--- src/design/cfg_hdr_defs.svh ---
// What this block does
// - strap high: load subsystem ids from EEPROM
// - strap low: subsystem ids reset to zero
// - local writes update ids, not during load
// - PCI writes leave subsystem ids unchanged
// - block size code sets writable base bits
// - all-ones write reads back size mask
// - ROM register enabled only by EEPROM bit
// - ROM register writable from both buses
// - non-writable base bits ignore writes
// - capabilities pointer read-only, resets 0xDC
// - interrupt pin bit0 from EEPROM or local
// - interrupt pin bits 7..1 read zero
`ifndef CFG_HDR_DEFS_SVH
`define CFG_HDR_DEFS_SVH

`define OFF_SUBSYS 8'h2C
`define OFF_ROM_BASE 8'h30
`define OFF_CAP_PTR 8'h34
`define OFF_MISC 8'h3C
`define OFF_PMC 8'hDC

`define CAP_PTR_RESET 8'hDC
`define PMC_NEXT_PTR 8'hE4
`define PMC_CAP_ID 8'h01
`define PMC_VER_RESET 3'h1
`define BA_FULL_MASK 16'hFFFF
`define EE_ROM_EN_BIT 7

`endif

--- src/design/cfg_hdr_pkg.sv ---
package cfg_hdr_pkg;
	typedef logic [2:0] block_size_t;
	typedef enum logic [1:0] {
		ST_STRAP = 2'b00,
		ST_LOAD = 2'b01,
		ST_RUN = 2'b10
	} load_state_t;
endpackage : cfg_hdr_pkg

--- src/design/rom_bar_mask.sv ---
`timescale 1ns/100ps
`include "cfg_hdr_defs.svh"
module rom_bar_mask
(
	input wire cfg_hdr_pkg::block_size_t blockSizeCode,
	output logic [15:0] writeMask
);
	import cfg_hdr_pkg::*;
	// 64 Kbytes keeps all 16 bits, each step drops one low bit
	assign writeMask = `BA_FULL_MASK << blockSizeCode;
endmodule : rom_bar_mask

--- src/design/pci_cfg_ids_rom_bar.sv ---
`timescale 1ns/100ps
`include "cfg_hdr_defs.svh"
module pci_cfg_ids_rom_bar
(
	input wire logic clk,
	input wire logic rst,
	input wire logic eepromStrapPin,
	output logic eepromLoadReq_r,
	input wire logic eepromDone,
	input wire logic [31:0] eepromSubsysId,
	input wire logic [7:0] eepromByte5,
	input wire logic eepromIntPin0,
	input wire cfg_hdr_pkg::block_size_t blockSizeCode,
	input wire logic pciWr,
	input wire logic pciRd,
	input wire logic [7:0] pciAddr,
	input wire logic [31:0] pciWrData,
	output logic [31:0] pciRdData_r,
	input wire logic localWr,
	input wire logic localRd,
	input wire logic [7:0] localAddr,
	input wire logic [31:0] localWrData,
	output logic [31:0] localRdData_r,
	input wire logic [31:0] pciDecodeAddr,
	output logic romHit_r
);
	import cfg_hdr_pkg::*;

	////////////////////////////////////////////////////////////////////////////////
	// state and storage
	load_state_t st_r;
	load_state_t st_nxt;
	logic strapHigh_r;
	logic [31:0] sid_r;
	logic [31:0] sid_nxt;
	logic romEnabled_r;
	logic [15:0] ba_r;
	logic [15:0] ba_nxt;
	logic en_r;
	logic en_nxt;
	logic [7:0] maxLat_r;
	logic [7:0] minGnt_r;
	logic intPin0_r;
	logic [7:0] intLine_r;
	logic [4:0] pmeSupport_r;
	logic dsi_r;
	logic [2:0] pmVer_r;
	logic [15:0] romMask;

	rom_bar_mask u_mask
	(
		.blockSizeCode(blockSizeCode),
		.writeMask(romMask)
	);

	////////////////////////////////////////////////////////////////////////////////
	// decode
	wire running = (st_r == ST_RUN);
	wire loadDone = (st_r == ST_LOAD) && eepromDone;
	wire localWrSid = localWr && running && (localAddr == `OFF_SUBSYS);
	wire localWrRom = localWr && running && (localAddr == `OFF_ROM_BASE);
	wire pciWrRom = pciWr && running && (pciAddr == `OFF_ROM_BASE);
	wire localWrMisc = localWr && running && (localAddr == `OFF_MISC);
	wire pciWrMisc = pciWr && running && (pciAddr == `OFF_MISC);
	wire localWrPmc = localWr && running && (localAddr == `OFF_PMC);
	wire romOn = romEnabled_r && strapHigh_r;
	wire romWrAny = romOn && (localWrRom || pciWrRom);
	wire [31:0] romWrData = pciWrRom ? pciWrData : localWrData;

	wire [31:0] romWord = romOn ? {ba_r & romMask, 15'h0000, en_r} : 32'h0000_0000;
	wire [31:0] capWord = {24'h00_0000, `CAP_PTR_RESET};
	wire [31:0] miscWord = {maxLat_r, minGnt_r, 7'h00, intPin0_r, intLine_r};
	wire pmeClk = |pmeSupport_r;
	wire [31:0] pmcWord = {pmeSupport_r, 3'h0, 2'h0, dsi_r, 1'b0, pmeClk, pmVer_r,
		`PMC_NEXT_PTR, `PMC_CAP_ID};

	function automatic logic [31:0] regSelect(input logic [7:0] addr);
		case (addr)
			`OFF_SUBSYS: regSelect = sid_r;
			`OFF_ROM_BASE: regSelect = romWord;
			`OFF_CAP_PTR: regSelect = capWord;
			`OFF_MISC: regSelect = miscWord;
			`OFF_PMC: regSelect = pmcWord;
			default: regSelect = 32'h0000_0000;
		endcase
	endfunction : regSelect

	////////////////////////////////////////////////////////////////////////////////
	// strap and load sequence
	always_comb
	begin
		case (st_r)
			ST_STRAP: st_nxt = eepromStrapPin ? ST_LOAD : ST_RUN;
			ST_LOAD: st_nxt = eepromDone ? ST_RUN : ST_LOAD;
			ST_RUN: st_nxt = ST_RUN;
			default: st_nxt = ST_STRAP;
		endcase
	end

	always_ff @(posedge clk or posedge rst)
	begin
		if (rst)
		begin
			st_r <= ST_STRAP;
			strapHigh_r <= 1'b0;
			eepromLoadReq_r <= 1'b0;
		end
		else
		begin
			st_r <= st_nxt;
			if (st_r == ST_STRAP)
				strapHigh_r <= eepromStrapPin;
			eepromLoadReq_r <= (st_nxt == ST_LOAD);
		end
	end

	////////////////////////////////////////////////////////////////////////////////
	// subsystem ids: local writes only, eeprom load wins
	assign sid_nxt = loadDone ? eepromSubsysId : (localWrSid ? localWrData : sid_r);

	always_ff @(posedge clk or posedge rst)
	begin
		if (rst)
			sid_r <= 32'h0000_0000;
		else
			sid_r <= sid_nxt;
	end

	////////////////////////////////////////////////////////////////////////////////
	// expansion rom base, pci write wins a same-cycle collision
	assign ba_nxt = romWrAny ? ((ba_r & ~romMask) | (romWrData[31:16] & romMask)) : ba_r;
	assign en_nxt = romWrAny ? romWrData[0] : en_r;

	always_ff @(posedge clk or posedge rst)
	begin
		if (rst)
		begin
			romEnabled_r <= 1'b0;
			ba_r <= 16'h0000;
			en_r <= 1'b0;
		end
		else
		begin
			if (loadDone)
				romEnabled_r <= eepromByte5[`EE_ROM_EN_BIT];
			ba_r <= ba_nxt;
			en_r <= en_nxt;
		end
	end

	////////////////////////////////////////////////////////////////////////////////
	// misc and power management
	always_ff @(posedge clk or posedge rst)
	begin
		if (rst)
		begin
			maxLat_r <= 8'h00;
			minGnt_r <= 8'h00;
			intPin0_r <= 1'b0;
			intLine_r <= 8'h00;
			pmeSupport_r <= 5'h00;
			dsi_r <= 1'b0;
			pmVer_r <= `PMC_VER_RESET;
		end
		else
		begin
			if (loadDone)
				intPin0_r <= eepromIntPin0;
			else if (localWrMisc)
			begin
				maxLat_r <= localWrData[31:24];
				minGnt_r <= localWrData[23:16];
				intPin0_r <= localWrData[8];
			end
			if (pciWrMisc)
				intLine_r <= pciWrData[7:0];
			else if (localWrMisc)
				intLine_r <= localWrData[7:0];
			if (localWrPmc)
			begin
				pmeSupport_r <= localWrData[31:27];
				dsi_r <= localWrData[21];
				pmVer_r <= localWrData[18:16];
			end
		end
	end

	////////////////////////////////////////////////////////////////////////////////
	// read data and rom decode
	always_ff @(posedge clk or posedge rst)
	begin
		if (rst)
		begin
			pciRdData_r <= 32'h0000_0000;
			localRdData_r <= 32'h0000_0000;
			romHit_r <= 1'b0;
		end
		else
		begin
			if (pciRd)
				pciRdData_r <= regSelect(pciAddr);
			if (localRd)
				localRdData_r <= regSelect(localAddr);
			romHit_r <= romOn && en_r &&
				((pciDecodeAddr[31:16] & romMask) == (ba_r & romMask));
		end
	end
endmodule : pci_cfg_ids_rom_bar

--- config.mk ---
export PLATFORM = sky130hd
export DESIGN_NAME = pci_cfg_ids_rom_bar
export DESIGN_NICKNAME = d
export VERILOG_FILES = /design/src/design/cfg_hdr_pkg.sv /design/src/design/rom_bar_mask.sv /design/src/design/pci_cfg_ids_rom_bar.sv
export VERILOG_INCLUDE_DIRS = /design/src /design/src/design
export SDC_FILE = /design/constraint.sdc
export NUM_CORES = 1
export LEC_CHECK = 0
export BUFFER_PORTS_ARGS = -buffer_cell sky130_fd_sc_hd__buf_2
export CORE_ASPECT_RATIO = 1.1
export CORE_UTILIZATION = 40
export DETAILED_ROUTE_END_ITERATION = 12
export GPL_TIMING_DRIVEN = 0
export PLACE_DENSITY = 0.67
export SYNTH_ARGS = -nofsm -noshare
export SYNTH_HDL_FRONTEND = slang
export SYNTH_SLANG_ARGS = --single-unit
--- constraint.sdc ---
create_clock -name clk -period 4.5 [get_ports clk]
set_input_delay 0.225 -clock clk [delete_from_list [all_inputs] [get_ports clk]]
set_output_delay 0.225 -clock clk [all_outputs]
set_load 0.01 [all_outputs]
* Word level (Yosys, flattened, before mapping)
Cells that the tools add are included.
Operators by class: equality and inequality tests 14, shifts and indexed selects 1, multiplexer cells 13, bitwise gates (word level) 7, reductions and logical operators 20
Operators by type and width (count):
- 32-bit case mux with 5 select lines | 2
- 32-bit 2-to-1 mux | 4
- 16-bit AND | 4
- 8-bit by 6-bit == test with 1-bit output (second input constant) | 8
- 16-bit == test | 1
- 8-bit == test (second input constant) | 2
- 8-bit 2-to-1 mux | 2
- 16-bit NOT | 1
- 16-bit bitwise OR | 1
- 16-bit by 3-bit << shifter with 16-bit output (first input constant) | 1
- 1-bit logical AND | 13
- 2-bit case mux with 3 select lines | 1
- 2-bit nonzero test | 3
- 5-bit OR reduction | 1
- 2-bit by 1-bit == test with 1-bit output (second input constant) | 2
- 2-bit 2-to-1 mux | 2
- 2-bit == test (second input constant) | 1
- 2-bit zero test | 1
- 1-bit 2-to-1 mux | 2
- 2-bit AND reduction | 1
- 1-bit logical OR | 1
- 1-bit NOT | 1
Storage, ports and cells: bits in registers 153, input port bits 164, output and inout bits 66, logic and storage cells 72

* Depth between registers and ports, before layout
Gate-level depths: netlist (run 1).
word-level depth 6, depth in mapped cells 9

* By module
From an unflattened synthesis (run 1), not the netlist that was laid out.
Second synthesis, totals: cells, all modules 732, area, all modules 8420.6 sq um
By module, submodules not included:
- pci_cfg_ids_rom_bar | times used 1, cells an instance 715, area each 8318.0 sq um, sequential area each 3829.9 sq um
- rom_bar_mask | times used 1, cells an instance 17, area each 102.6 sq um, sequential area each 0.0 sq um

* Least setup slack after synthesis (run 1)
OpenSTA, ideal clock, no wires.
path type register to register, start register st_r[1], end register ba_r[7], setup time 0.137 ns, arrival time 1.517 ns, required time 4.363 ns, slack 2.846 ns, cell stages (with the launch flop) 8, path buffers 2, clock period less this slack 1.654 ns, cell sequence dfrtp_1 -> and3b_1 -> and3_1 -> buf_2 -> buf_6 -> or3_1 -> o21ai_0 -> a21oi_1
On the way: longest elaborated chain between the ends 6
Ends and longest elaborated chain:
- start, declared | line pci_cfg_ids_rom_bar.sv:31 | load_state_t st_r;
- start signal, assigned | line pci_cfg_ids_rom_bar.sv:110 | st_r <= st_nxt;
- 2-bit == test * | line pci_cfg_ids_rom_bar.sv:58 | wire running = (st_r == ST_RUN);
- 1-bit logical AND (2 in a row) | line pci_cfg_ids_rom_bar.sv:62 | wire pciWrRom = pciWr && running && (pciAddr == `OFF_ROM_BASE);
- 32-bit 2-to-1 mux | line pci_cfg_ids_rom_bar.sv:68 | wire [31:0] romWrData = pciWrRom ? pciWrData : localWrData;
- 16-bit AND | line pci_cfg_ids_rom_bar.sv:131 | assign ba_nxt = romWrAny ? ((ba_r & ~romMask) | (romWrData[31:16] & romMask)) : ba_r;
- 16-bit bitwise OR | line pci_cfg_ids_rom_bar.sv:131
- end signal, assigned | line pci_cfg_ids_rom_bar.sv:146 | ba_r <= ba_nxt;
- end, declared | line pci_cfg_ids_rom_bar.sv:37 | logic [15:0] ba_r;
Mark *: on every way between the ends. The rest lies on a longest branch, timed or not. A chain may end at the register's enable or synchronous reset.

* Final worst setup path (run 1)
start register strapHigh_r, end register localRdData_r[28]
On the way: longest elaborated chain between the ends 3
Ends and longest elaborated chain:
- start, declared | line pci_cfg_ids_rom_bar.sv:33 | logic strapHigh_r;
- start signal, assigned | line pci_cfg_ids_rom_bar.sv:112 | strapHigh_r <= eepromStrapPin;
- 1-bit logical AND | line pci_cfg_ids_rom_bar.sv:66 | wire romOn = romEnabled_r && strapHigh_r;
- 32-bit 2-to-1 mux | line pci_cfg_ids_rom_bar.sv:70 | wire [31:0] romWord = romOn ? {ba_r & romMask, 15'h0000, en_r} : 32'h0000_0000;
- 32-bit case mux with 5 select lines | line pci_cfg_ids_rom_bar.sv:78 | case (addr)
- end signal, assigned | line pci_cfg_ids_rom_bar.sv:203 | localRdData_r <= regSelect(localAddr);
- end, declared | line pci_cfg_ids_rom_bar.sv:23 | output logic [31:0] localRdData_r,
No other way between the ends.

==> results of run 1 <==
-- state kept, by name (all words and copies together), names as in the netlist, 5 cells and up, named ones only --
register	flops
ba_r	9
intLine_r	8
localRdData_r	32
maxLat_r	8
minGnt_r	8
pciRdData_r	32
pmeSupport_r	5
sid_r	32
-- kinds of logic after synthesis --
logic type	Yosys count	synth area share, %
buffers and inverters	109	5.92
AO/OA/AOI/OAI	217	16.7
XOR/XNOR	13	1.44
multiplexers	109	14.3
AND/OR/NAND/NOR	216	13.1
flip-flops	153	48.5
-- final cells by class --
cell class / count / area share (%)
Antenna cell: 4 / 0.101
Buffer: 56 / 2.72
Clock buffer: 18 / 4.44
Clock inverter: 14 / 2.23
Inverter: 53 / 2.06
Multi-Input combinational cell: 555 / 36.4
Sequential cell: 153 / 38.7
Tap cell: 247 / 3.12
Timing Repair Buffer: 196 / 10.2
-- path summary, 6_finish.rpt --
kind                                start                end  slack, ns  cells past startpoint
max reg2reg                   strapHigh_r  localRdData_r[28]       2.11                      6
max in group asynchronous             rst        maxLat_r[3]       3.21                      4
min reg2reg                  romEnabled_r       romEnabled_r       0.50                      1
min in group asynchronous             rst    pciRdData_r[24]       0.40                      3
max                           strapHigh_r  localRdData_r[28]       2.11                      6
min                        eepromByte5[7]       romEnabled_r       0.02                      2
-- layout by cell type, fill, tap and decap left out, types with 10 or more instances in the layout --
cell type                   count
sky130_fd_sc_hd__a21oi_1       58
sky130_fd_sc_hd__a22oi_1       12
sky130_fd_sc_hd__and3_1        10
sky130_fd_sc_hd__buf_2        214
sky130_fd_sc_hd__clkbuf_1      24
sky130_fd_sc_hd__clkbuf_16     17
sky130_fd_sc_hd__dfrtp_1      152
sky130_fd_sc_hd__inv_1         52
sky130_fd_sc_hd__mux2_2        33
sky130_fd_sc_hd__mux2i_1       76
sky130_fd_sc_hd__nand2_1       75
sky130_fd_sc_hd__nand3_1       13
sky130_fd_sc_hd__nor2_1        74
sky130_fd_sc_hd__o21ai_0       31
sky130_fd_sc_hd__o21ai_1       30
sky130_fd_sc_hd__o22ai_1       44
sky130_fd_sc_hd__xnor2_1       11
-- critical path: cells and delay by family (launching register included) --
family	cells	cell delay, ns
AO/OA/AOI/OAI	2	0.39
buffers and inverters	2	1.06
flip-flops	1	0.34
AND/OR/NAND/NOR	2	0.51
-- layer usage --
| metal | routed length [um] | global-route usage (%) | share of wire (%) | vias to the layer above |
|---|---|---|---|---|
| met1 | 10500 | 34.4 | 41 | 3510 |
| met2 | 12400 | 42.1 | 48 | 318 |
| met5 | 11 | 0 | 0.042 | - |
| li1 | - | - | - | 3344 |
| met3 | 2000 | 4.11 | 7.7 | 55 |
| met4 | 974 | 13.8 | 3.8 | 2 |
-- report_power, final --
| group | internal [mW] | switching [mW] |
|---|---|---|
| registers | 1.54 | 0.134 |
| logic | 0.227 | 0.291 |
| clock network | 1.00 | 0.594 |
| total | 2.77 | 1.02 |
-- stage by stage --
stage	hold WS (ns)	util [%]	area [um^2]	TNS, ns
6_report	0.0153	51.4	9890	0
2_1_floorplan	0.375	-	7900	0
3_3_place_gp	0.464	47.7	9180	-259.40
3_5_place_dp	0.327	47.9	9210	0
5_1_grt	0.0142	51.4	9890	0
4_1_cts	0.0130	51.4	9880	0
==> results.cfg, run 1 <==
[drt]
wl_per_cell_um = 20.0
route.vias.total = 7229
first_iter_violations = 638
drt_first_pass_iters = 5
route.detailed.drc = 0
detail_route.wirelength_um = 25900
antenna_left = 0
avgViaCountPerCell = 5.58

[logic_synthesis]
synthesis.area_um2 = 7900
synthDominantCellAreaShare_pct = 48.2
synth_flop_cell = sky130_fd_sc_hd__dfrtp_1
yosysWarningCount = 0
synth.cells.most_frequent = 152 x sky130_fd_sc_hd__dfrtp_1, 76 x sky130_fd_sc_hd__mux2i_1, 75 x sky130_fd_sc_hd__nand2_1, 74 x sky130_fd_sc_hd__nor2_1, 58 x sky130_fd_sc_hd__a21oi_1
ys_ff_latch = 153
synth_seq_area_share_pct = 48.5
synth_cell_type_count = 54
postSynthCellCount = 817
synth_enable_flop_cells = 0
postSynthAreaPerCell_um2 = 9.67
yosysMostFrequentCell = sky130_fd_sc_hd__dfrtp_1
ys_async_sr_fraction_pct = 100
synth_top_cell_by_area = sky130_fd_sc_hd__dfrtp_1
synth_top_cells_by_area = sky130_fd_sc_hd__dfrtp_1 48%, sky130_fd_sc_hd__mux2i_1 9.6%, sky130_fd_sc_hd__mux2_2 4.7%, sky130_fd_sc_hd__a21oi_1 3.7%, sky130_fd_sc_hd__nand2_1 3.6%
post_synth_net_total = 981

[pwr]
vdd_drop_max_uv = 256
design_power_total_mw = 3.79
power.density_nw_per_um2 = 383
p_leak_nw = 4.89

[placed_design]
io_buffer_count = 194
place.gp.congestion = 0.894
hpwl_um = 19500
dpl_worst_slack_ns = 2.24
post-place-cells = 1259

[layout]
multiInputGateArea_um2 = 3600
num-fill-cells = 1829
layout.cells.non_filler = 1296
synthToLayoutAreaGrowth_pct = 25.2
drive_above_1_share_pct = 28.5
net_count_reported_at_finish = 1196
register_area_um2 = 3830

[floorplan]
floorplan.die_area_um2 = 20300
initial_core_util_pct = 41.1
boundaryPins = 230
std_cell_rows = 53
core_um2 = 19200
die_height_um = 149
die_x_um = 136

[critical_path]
path_cells = and2_1 > clkbuf_1 > and3_1 > buf_1 > a22oi_1 > o22ai_1
timing.setup.critical_path_class = reg2reg
worst_ep_arrival_time_ns = 2.74
cp_endpoint_kind = flip-flop
data_required_time_at_the_worst_endpoint_ns = 4.85
timing.critical_path.from_type = flip-flop
cpMaxStageDelayCell = sky130_fd_sc_hd__clkbuf_1
slowest_cell_delay_on_critical_path_ns = 0.55
path_max_fanout = 10

[sta]
finalSetupViolations = 0
fin_worst_skew_ns = 0.0114
tightest_slew_ns = 0.921
min_period_ns = 2.39
setup_ws_ns = 2.11
final.period_utilization_pct = 53.0
final-max-slew-violation-count = 0
max_freq_mhz = 419
grt_setup_unrepaired = no
worst_slew_margin_rel_pct = 38.6
timing_hold_violations_final = 0

[clocking]
cts.clk_slew.worst_paths_ns = 0.06
cts_root_buf = sky130_fd_sc_hd__clkbuf_16
htreeDepth = 4
post_cts.repair.setup_buffers = 0
cts-buffers-inserted = 17
ctsHoldBuffers = 1
clock_sink_count = 153
clock_tree_from_tritoncts = done
cts_repair_resize_count = 0
insertion_delay_ns = 0.43
clk_path_buf_depth = 2

[worst_hold_path]
hold_class = in2reg

[global_route]
grt_overflow = 0
track_usage_pct = 26.4
grt_max_degree = 98
grt_pass1_vias = 7088
grt_pass1_wl_um = 39300
antenna_found_initial = 5

[job]
max_cap_violations = 0

[run_status]
run_status = complete, no violations
No activity file was read; power rests on OpenSTA's default activity.
==> run 2, diff against run 1 <==
Settings changed: ABC_AREA set to 1, PLACE_DENSITY 0.67 to 0.66.
Clock period 4.5 ns to 2.1 ns, I/O delays scaled along.
==> results.cfg, run 2 <==
[global_route]
track_usage_pct = 28.9
antenna_found_initial = 0
grt_overflow = 0
grt_pass1_wl_um = 46700
grt_max_degree = 41
grt_pass1_vias = 8311

[clocking]
htreeDepth = 4
clk_path_buf_depth = 2
insertion_delay_ns = 0.44
clock_sink_count = 153
cts_root_buf = sky130_fd_sc_hd__clkbuf_16
cts-buffers-inserted = 17
clock_tree_from_tritoncts = done
cts.clk_slew.worst_paths_ns = 0.06

[layout]
mostFrequentLayoutCell = sky130_fd_sc_hd__nand2_1
largestRegisters = localRdData_r (32), pciRdData_r (32), sid_r (32)
drive_above_1_share_pct = 22.6
antenna-diode-count = 0
synthToLayoutAreaGrowth_pct = 29.7
net_count_reported_at_finish = 1591
multiInputGateArea_um2 = 3900
num-fill-cells = 2037
register_area_um2 = 3830
layout_common_cells = 500 x sky130_fd_sc_hd__nand2_1, 217 x sky130_fd_sc_hd__buf_2, 152 x sky130_fd_sc_hd__dfrtp_1
postLayoutCoreUtil_pct = 53.0

[pwr]
power.density_nw_per_um2 = 778
design_power_total_mw = 8.49
p_leak_nw = 6.02
netSwitchingPower_mw = 2.53
power.internal_mw = 5.96
power.share.sequential_pct = 42.3
power.combinational.fraction_pct = 19.5
swShare_pct = 29.8
vdd_drop_max_uv = 555
power.clock.fraction_pct = 38.2

[drt]
avgViaCountPerCell = 5.08
route.vias.total = 8614
antenna_left = 0
wl_per_cell_um = 17.7
drt_first_pass_iters = 6
route.detailed.drc = 0
detail_route.wirelength_um = 29900
first_iter_violations = 662

[logic_synthesis]
postSynthCellCount = 1159
synth_enable_flop_cells = 0
synth_top_cells_by_area = sky130_fd_sc_hd__dfrtp_1 45%, sky130_fd_sc_hd__nand2_1 22%, sky130_fd_sc_hd__o21ai_0 5.5%, sky130_fd_sc_hd__nand3_1 5.3%, sky130_fd_sc_hd__inv_1 4.5%
postSynthAreaPerCell_um2 = 7.26
synth_seq_area_share_pct = 45.5
synth_flop_cell = sky130_fd_sc_hd__dfrtp_1
post_synth_net_total = 1323
synthesis.area_um2 = 8410
ys_async_sr_fraction_pct = 100
synth.cells.most_frequent = 500 x sky130_fd_sc_hd__nand2_1, 152 x sky130_fd_sc_hd__dfrtp_1, 100 x sky130_fd_sc_hd__inv_1, 93 x sky130_fd_sc_hd__o21ai_0, 89 x sky130_fd_sc_hd__nand3_1
yosysMostFrequentCell = sky130_fd_sc_hd__nand2_1
yosysWarningCount = 0
synth_top_cell_by_area = sky130_fd_sc_hd__dfrtp_1
synth_cell_type_count = 36
synthDominantCellAreaShare_pct = 45.2
ys_ff_latch = 153

[sta]
final.period_utilization_pct = 93.5
grt_setup_unrepaired = no
max_freq_mhz = 509
timing_hold_violations_final = 0
finalSetupViolations = 0
worst_slew_margin_rel_pct = 40.1
min_period_ns = 1.96
fin_worst_skew_ns = 0.00813
final-max-slew-violation-count = 0
tightest_slew_ns = 0.895

[critical_path]
timing.critical_path.from_type = flip-flop
path_max_fanout = 10
timing.setup.critical_path_class = reg2reg
worst_setup_path_startpoint = st_r[0]
slowest_cell_delay_on_critical_path_ns = 0.40
data_required_time_at_the_worst_endpoint_ns = 2.42
cpMaxStageDelayCell = sky130_fd_sc_hd__dfrtp_1
critPathTopFamily = simple AND/OR/NAND/NOR gates
rr_startpoint = st_r[0]
worst_path_most_repeated_cell = sky130_fd_sc_hd__inv_2
worst_ep_arrival_time_ns = 2.28
critical_path.n_buffers_inverters = 4
cp_endpoint_kind = flip-flop
path_cells = inv_2 > nand2_1 > nor2_4 > buf_4 > nand3_4 > nand2_8 > nand2_4 > inv_2 > buf_6 > o21ai_1

[floorplan]
std_cell_rows = 55
initial_core_util_pct = 40.9
floorplan.die_area_um2 = 21600
die_x_um = 140
core_um2 = 20600
die_height_um = 154
boundaryPins = 230

[run_status]
run_status = complete, no violations

[job]
max_cap_violations = 0

[placed_design]
io_buffer_count = 197
place.gp.congestion = 0.939
hpwl_um = 22200

[worst_hold_path]
hold_path_start = pciWrData[24]
hold_class = in2reg
==> run 2: cell count changes after synthesis, moves of 47 or more <==
| cell | before | now |
|---|---|---|
| sky130_fd_sc_hd__nand2_1 | 75 | 500 |
| sky130_fd_sc_hd__mux2i_1 | 76 | 0 |
| sky130_fd_sc_hd__nand3_1 | 13 | 89 |
| sky130_fd_sc_hd__o21ai_0 | 31 | 93 |
| sky130_fd_sc_hd__a21oi_1 | 58 | 8 |
| sky130_fd_sc_hd__inv_1 | 53 | 100 |
==> run 2: layout make-up <==
class                           count  share of cell area, %
Clock buffer                       20                   4.28
Sequential cell                   153                   35.1
Tap cell                          256                   2.93
Clock inverter                     11                   1.34
Multi-Input combinational cell    844                   35.7
Inverter                          109                   3.78
Timing Repair Buffer              250                   14.2
Buffer                             52                   2.65
==> run 2: worst min-delay path: stages <==
cell and delay (ns):
sky130_fd_sc_hd__buf_2 0.08, sky130_fd_sc_hd__nand3_1 0.06, sky130_fd_sc_hd__nand2_1 0.07, sky130_fd_sc_hd__nand2_1 0.05, sky130_fd_sc_hd__nand2_1 0.05
==> run 2: kinds of logic after synthesis <==
| logic type | count (synthesis) | share of synthesized area [%] |
|---|---|---|
| and+or+nand+nor | 661 | 32.6 |
| AOI/OAI and AO/OA | 173 | 12.5 |
| buffers and inverters | 162 | 8.30 |
| DFF | 153 | 45.5 |
| xor gates and xnor gates | 10 | 1.04 |
==> run 2: repair_timing <==
item	in CTS	in global routing
resized for setup	0	4
hold endpoints to repair	133	0
setup endpoints to repair	0	2
hold buffers	47	0
buffers inserted	0	2
==> run 2: power by group through the flow <==
stage	logic (mW)	registers, mW	clock network (mW)
floorplan	1.03	3.59	0
detailed placement	1.54	3.63	0
CTS	1.61	3.58	3.25
global placement	1.49	3.63	0
finish	1.66	3.59	3.24
global route	1.85	3.63	3.39
==> run 2: final timing paths <==
path                                   to  slack, ns  cells after the start
setup reg to reg                 ba_r[13]       0.14                     10
setup / recovery                 ba_r[13]       0.14                     10
max in group asynchronous      pmVer_r[0]       1.11                      5
hold reg to reg            pciRdData_r[3]       0.47                      2
min in group asynchronous    intLine_r[3]       0.17                      3
hold / removal                    ba_r[8]      0.003                      5
==> run 2: per-stage QoR <==
| stage | TNS [ns] | std cells | hold WS, ns | worst slack, ns | area, um^2 |
|---|---|---|---|---|---|
| finish | 0 | 1695 | 0.00294 | 0.136 | 10900 |
| floorplan | 0 | 1159 | 0.201 | 0.0649 | 8420 |
| global placement | -149.88 | 1612 | 0.326 | -0.997 | 9720 |
| CTS | 0 | 1694 | 0.000627 | 0.0727 | 10900 |
| detailed placement | 0 | 1616 | 0.0763 | 0.151 | 9800 |
| global route | 0 | 1695 | 0.00807 | 0.00789 | 10900 |
==> run 2: per-layer routing <==
layer  part of all wire [%]  up-vias  GRT usage, %
met5                      0        -             0
met4                    3.1        0          10.5
met3                    7.3       54          5.17
met2                     46      339          46.7
met1                     43     4005          38.7
li1                       -     4216             -
==> run 3, diff against run 2 <==
Settings changed: CORE_MARGIN set to 2, GPL_TIMING_DRIVEN 0 to 1.
==> results.cfg, run 3 (synthesis gave the netlist of run 2 again) <==
[critical_path]
worst_path_most_repeated_cell = sky130_fd_sc_hd__nand2_1
cpMaxStageDelayCell = sky130_fd_sc_hd__dlygate4sd3_1
timing.setup.critical_path_class = reg2reg
reg2reg_slack_ns = 0.09
timing.critical_path.from_type = flip-flop
worst_ep_arrival_time_ns = 2.37
path_cells = nor2_1 > nand2_2 > inv_2 > buf_4 > nand2_1 > nand2_1 > dlygate4sd3_1 > nand2_1 > o21ai_2
path_max_fanout = 19
cp_endpoint_kind = flip-flop
timing.rr.end = sid_r[9]
endpoint_of_the_most_critical_setup_path = sid_r[9]
worst_r2r_path_depth = 9
rr_startpoint = st_r[1]
critPathTopFamily = buffers and inverters
critical_path.n_buffers_inverters = 3
worst_setup_path_startpoint = st_r[1]
data_required_time_at_the_worst_endpoint_ns = 2.45
slowest_cell_delay_on_critical_path_ns = 0.54
cp.depth = 9

[layout]
mostFrequentLayoutCell = sky130_fd_sc_hd__nand2_1
net_count_reported_at_finish = 1563
drive_above_1_share_pct = 22.8
synthToLayoutAreaGrowth_pct = 27.5
antenna-diode-count = 0
num-fill-cells = 2027
layout_common_cells = 500 x sky130_fd_sc_hd__nand2_1, 198 x sky130_fd_sc_hd__buf_2, 152 x sky130_fd_sc_hd__dfrtp_1
largestRegisters = localRdData_r (32), pciRdData_r (32), sid_r (32)
postLayoutCoreUtil_pct = 52.1
final_area_um2 = 10700

[floorplan]
boundaryPins = 230
die_height_um = 156
std_cell_rows = 55
die_x_um = 142
initial_core_util_pct = 40.9
floorplan.die_area_um2 = 22200
core_um2 = 20600

[sta]
min_period_ns = 2.01
finalSetupViolations = 0
worst_slew_margin_rel_pct = 21.5
setup-tns-final_ns = 0
final.period_utilization_pct = 95.9
tightest_slew_ns = 1.17
fin_worst_skew_ns = 0.00560
setup_ws_ns = 0.0870
hold_slack_ns = 0.00290
grt_setup_unrepaired = yes
timing_hold_violations_final = 0
max_freq_mhz = 497
final-max-slew-violation-count = 0

[placed_design]
place_area_um2 = 9740
hpwl_um = 19900
place.gp.congestion = 0.897
io_buffer_count = 198
dpl_worst_slack_ns = 0.280

[drt]
route.detailed.drc = 0
avgViaCountPerCell = 5.10
drt_first_pass_iters = 5
wl_per_cell_um = 16.5
route.vias.total = 8501
first_iter_violations = 692
antenna_left = 0
detail_route.wirelength_um = 27500

[pwr]
power.density_nw_per_um2 = 761
power.internal_mw = 5.75
power.combinational.fraction_pct = 19.1
vdd_drop_max_uv = 602
power.share.sequential_pct = 44.4
swShare_pct = 29.5
p_leak_nw = 5.94
netSwitchingPower_mw = 2.41
power.clock.fraction_pct = 36.6

[global_route]
antenna_found_initial = 0
grt_overflow = 0
grt_pass1_wl_um = 43600
track_usage_pct = 25.5
grt_pass1_vias = 8274
grt_max_degree = 59

[clocking]
cts.clk_slew.worst_paths_ns = 0.06
clk_path_buf_depth = 2
clock_tree_from_tritoncts = done
cts_root_buf = sky130_fd_sc_hd__clkbuf_16
clock_sink_count = 153
post_cts.repair.setup_buffers = 0
insertion_delay_ns = 0.43
cts-buffers-inserted = 17
htreeDepth = 4

[job]
max_cap_violations = 0

[run_status]
run_status = complete, no violations

[worst_hold_path]
hold_class = in2reg
run 3: cell types whose count changed in the layout (fill, tap and decap cells not counted), sizes merged:
cell,delta
clkbuf,-15
clkinvlp,-3
clkinv,+1
buf,-2
bufinv,-2
dlygate4sd3,-6
run 3: per-layer routing:
| layer | share of wire, % | vias up | GRT usage, % |
|---|---|---|---|
| li1 | - | 4146 | - |
| met1 | 44 | 3955 | 34.3 |
| met2 | 46 | 342 | 41.3 |
| met3 | 7.0 | 58 | 4.79 |
| met4 | 2.4 | 0 | 8.38 |
| met5 | 0 | - | 0 |
run 3: final cells by class:
| type | instances | area, um^2 | share of cell area, % |
|---|---|---|---|
| multi-input cells | 844 | 3880 | 36.2 |
| flip-flops and latches | 153 | 3830 | 35.7 |
| repair buffers | 274 | 1710 | 15.9 |
| clock buffers | 25 | 505 | 4.71 |
| inverters | 109 | 413 | 3.85 |
| well taps | 256 | 320 | 2.99 |
| clock inverters | 7 | 65.1 | 0.607 |
run 3: stage by stage:
stage	power (mW)	cells
floorplan	4.62	1159
global placement	5.09	1595
detailed placement	5.15	1595
CTS	8.19	1668
global route	8.58	1668
finish	8.16	1668
run 3: how the worst min path moves through the flow:
stage                       end                from  slack (ns)  depth (start not counted)
6_report               sid_r[3]      localWrData[3]       0.003                          5
5_1_grt                sid_r[8]   eepromSubsysId[8]       0.009                          5
4_1_cts               sid_r[14]  eepromSubsysId[14]      0.0002                          5
3_5_place_dp   localRdData_r[1]                 rst        0.18                          2
3_3_place_gp   localRdData_r[1]                 rst        0.18                          2
2_1_floorplan   eepromLoadReq_r          eepromDone        0.20                          1
run 3: what timing repair did:
| item | CTS | global route |
|---|---|---|
| hold buffers | 41 | 0 |
| endpoints found under the setup margin | 0 | 3 |
| endpoints found under the hold margin | 53 | 0 |
| gates resized for setup | 0 | 1 |
run 3: worst register-to-register path, cell delays in order (launching register included):
cell	delay, ns
sky130_fd_sc_hd__dfrtp_1	0.46
sky130_fd_sc_hd__nor2_1	0.16
sky130_fd_sc_hd__nand2_2	0.16
sky130_fd_sc_hd__inv_2	0.10
sky130_fd_sc_hd__buf_4	0.25
sky130_fd_sc_hd__nand2_1	0.09
sky130_fd_sc_hd__nand2_1	0.06
sky130_fd_sc_hd__dlygate4sd3_1	0.54
sky130_fd_sc_hd__nand2_1	0.06
sky130_fd_sc_hd__o21ai_2	0.07
run 3: power groups by stage:
stage	Clock, mW	Sequential (mW)	Combinational, mW
after detailed placement	0	3.67	1.48
after CTS	3.01	3.61	1.56
after floorplan	0	3.59	1.03
final	2.99	3.62	1.56
after global routing	3.16	3.67	1.75
after global placement	0	3.64	1.45
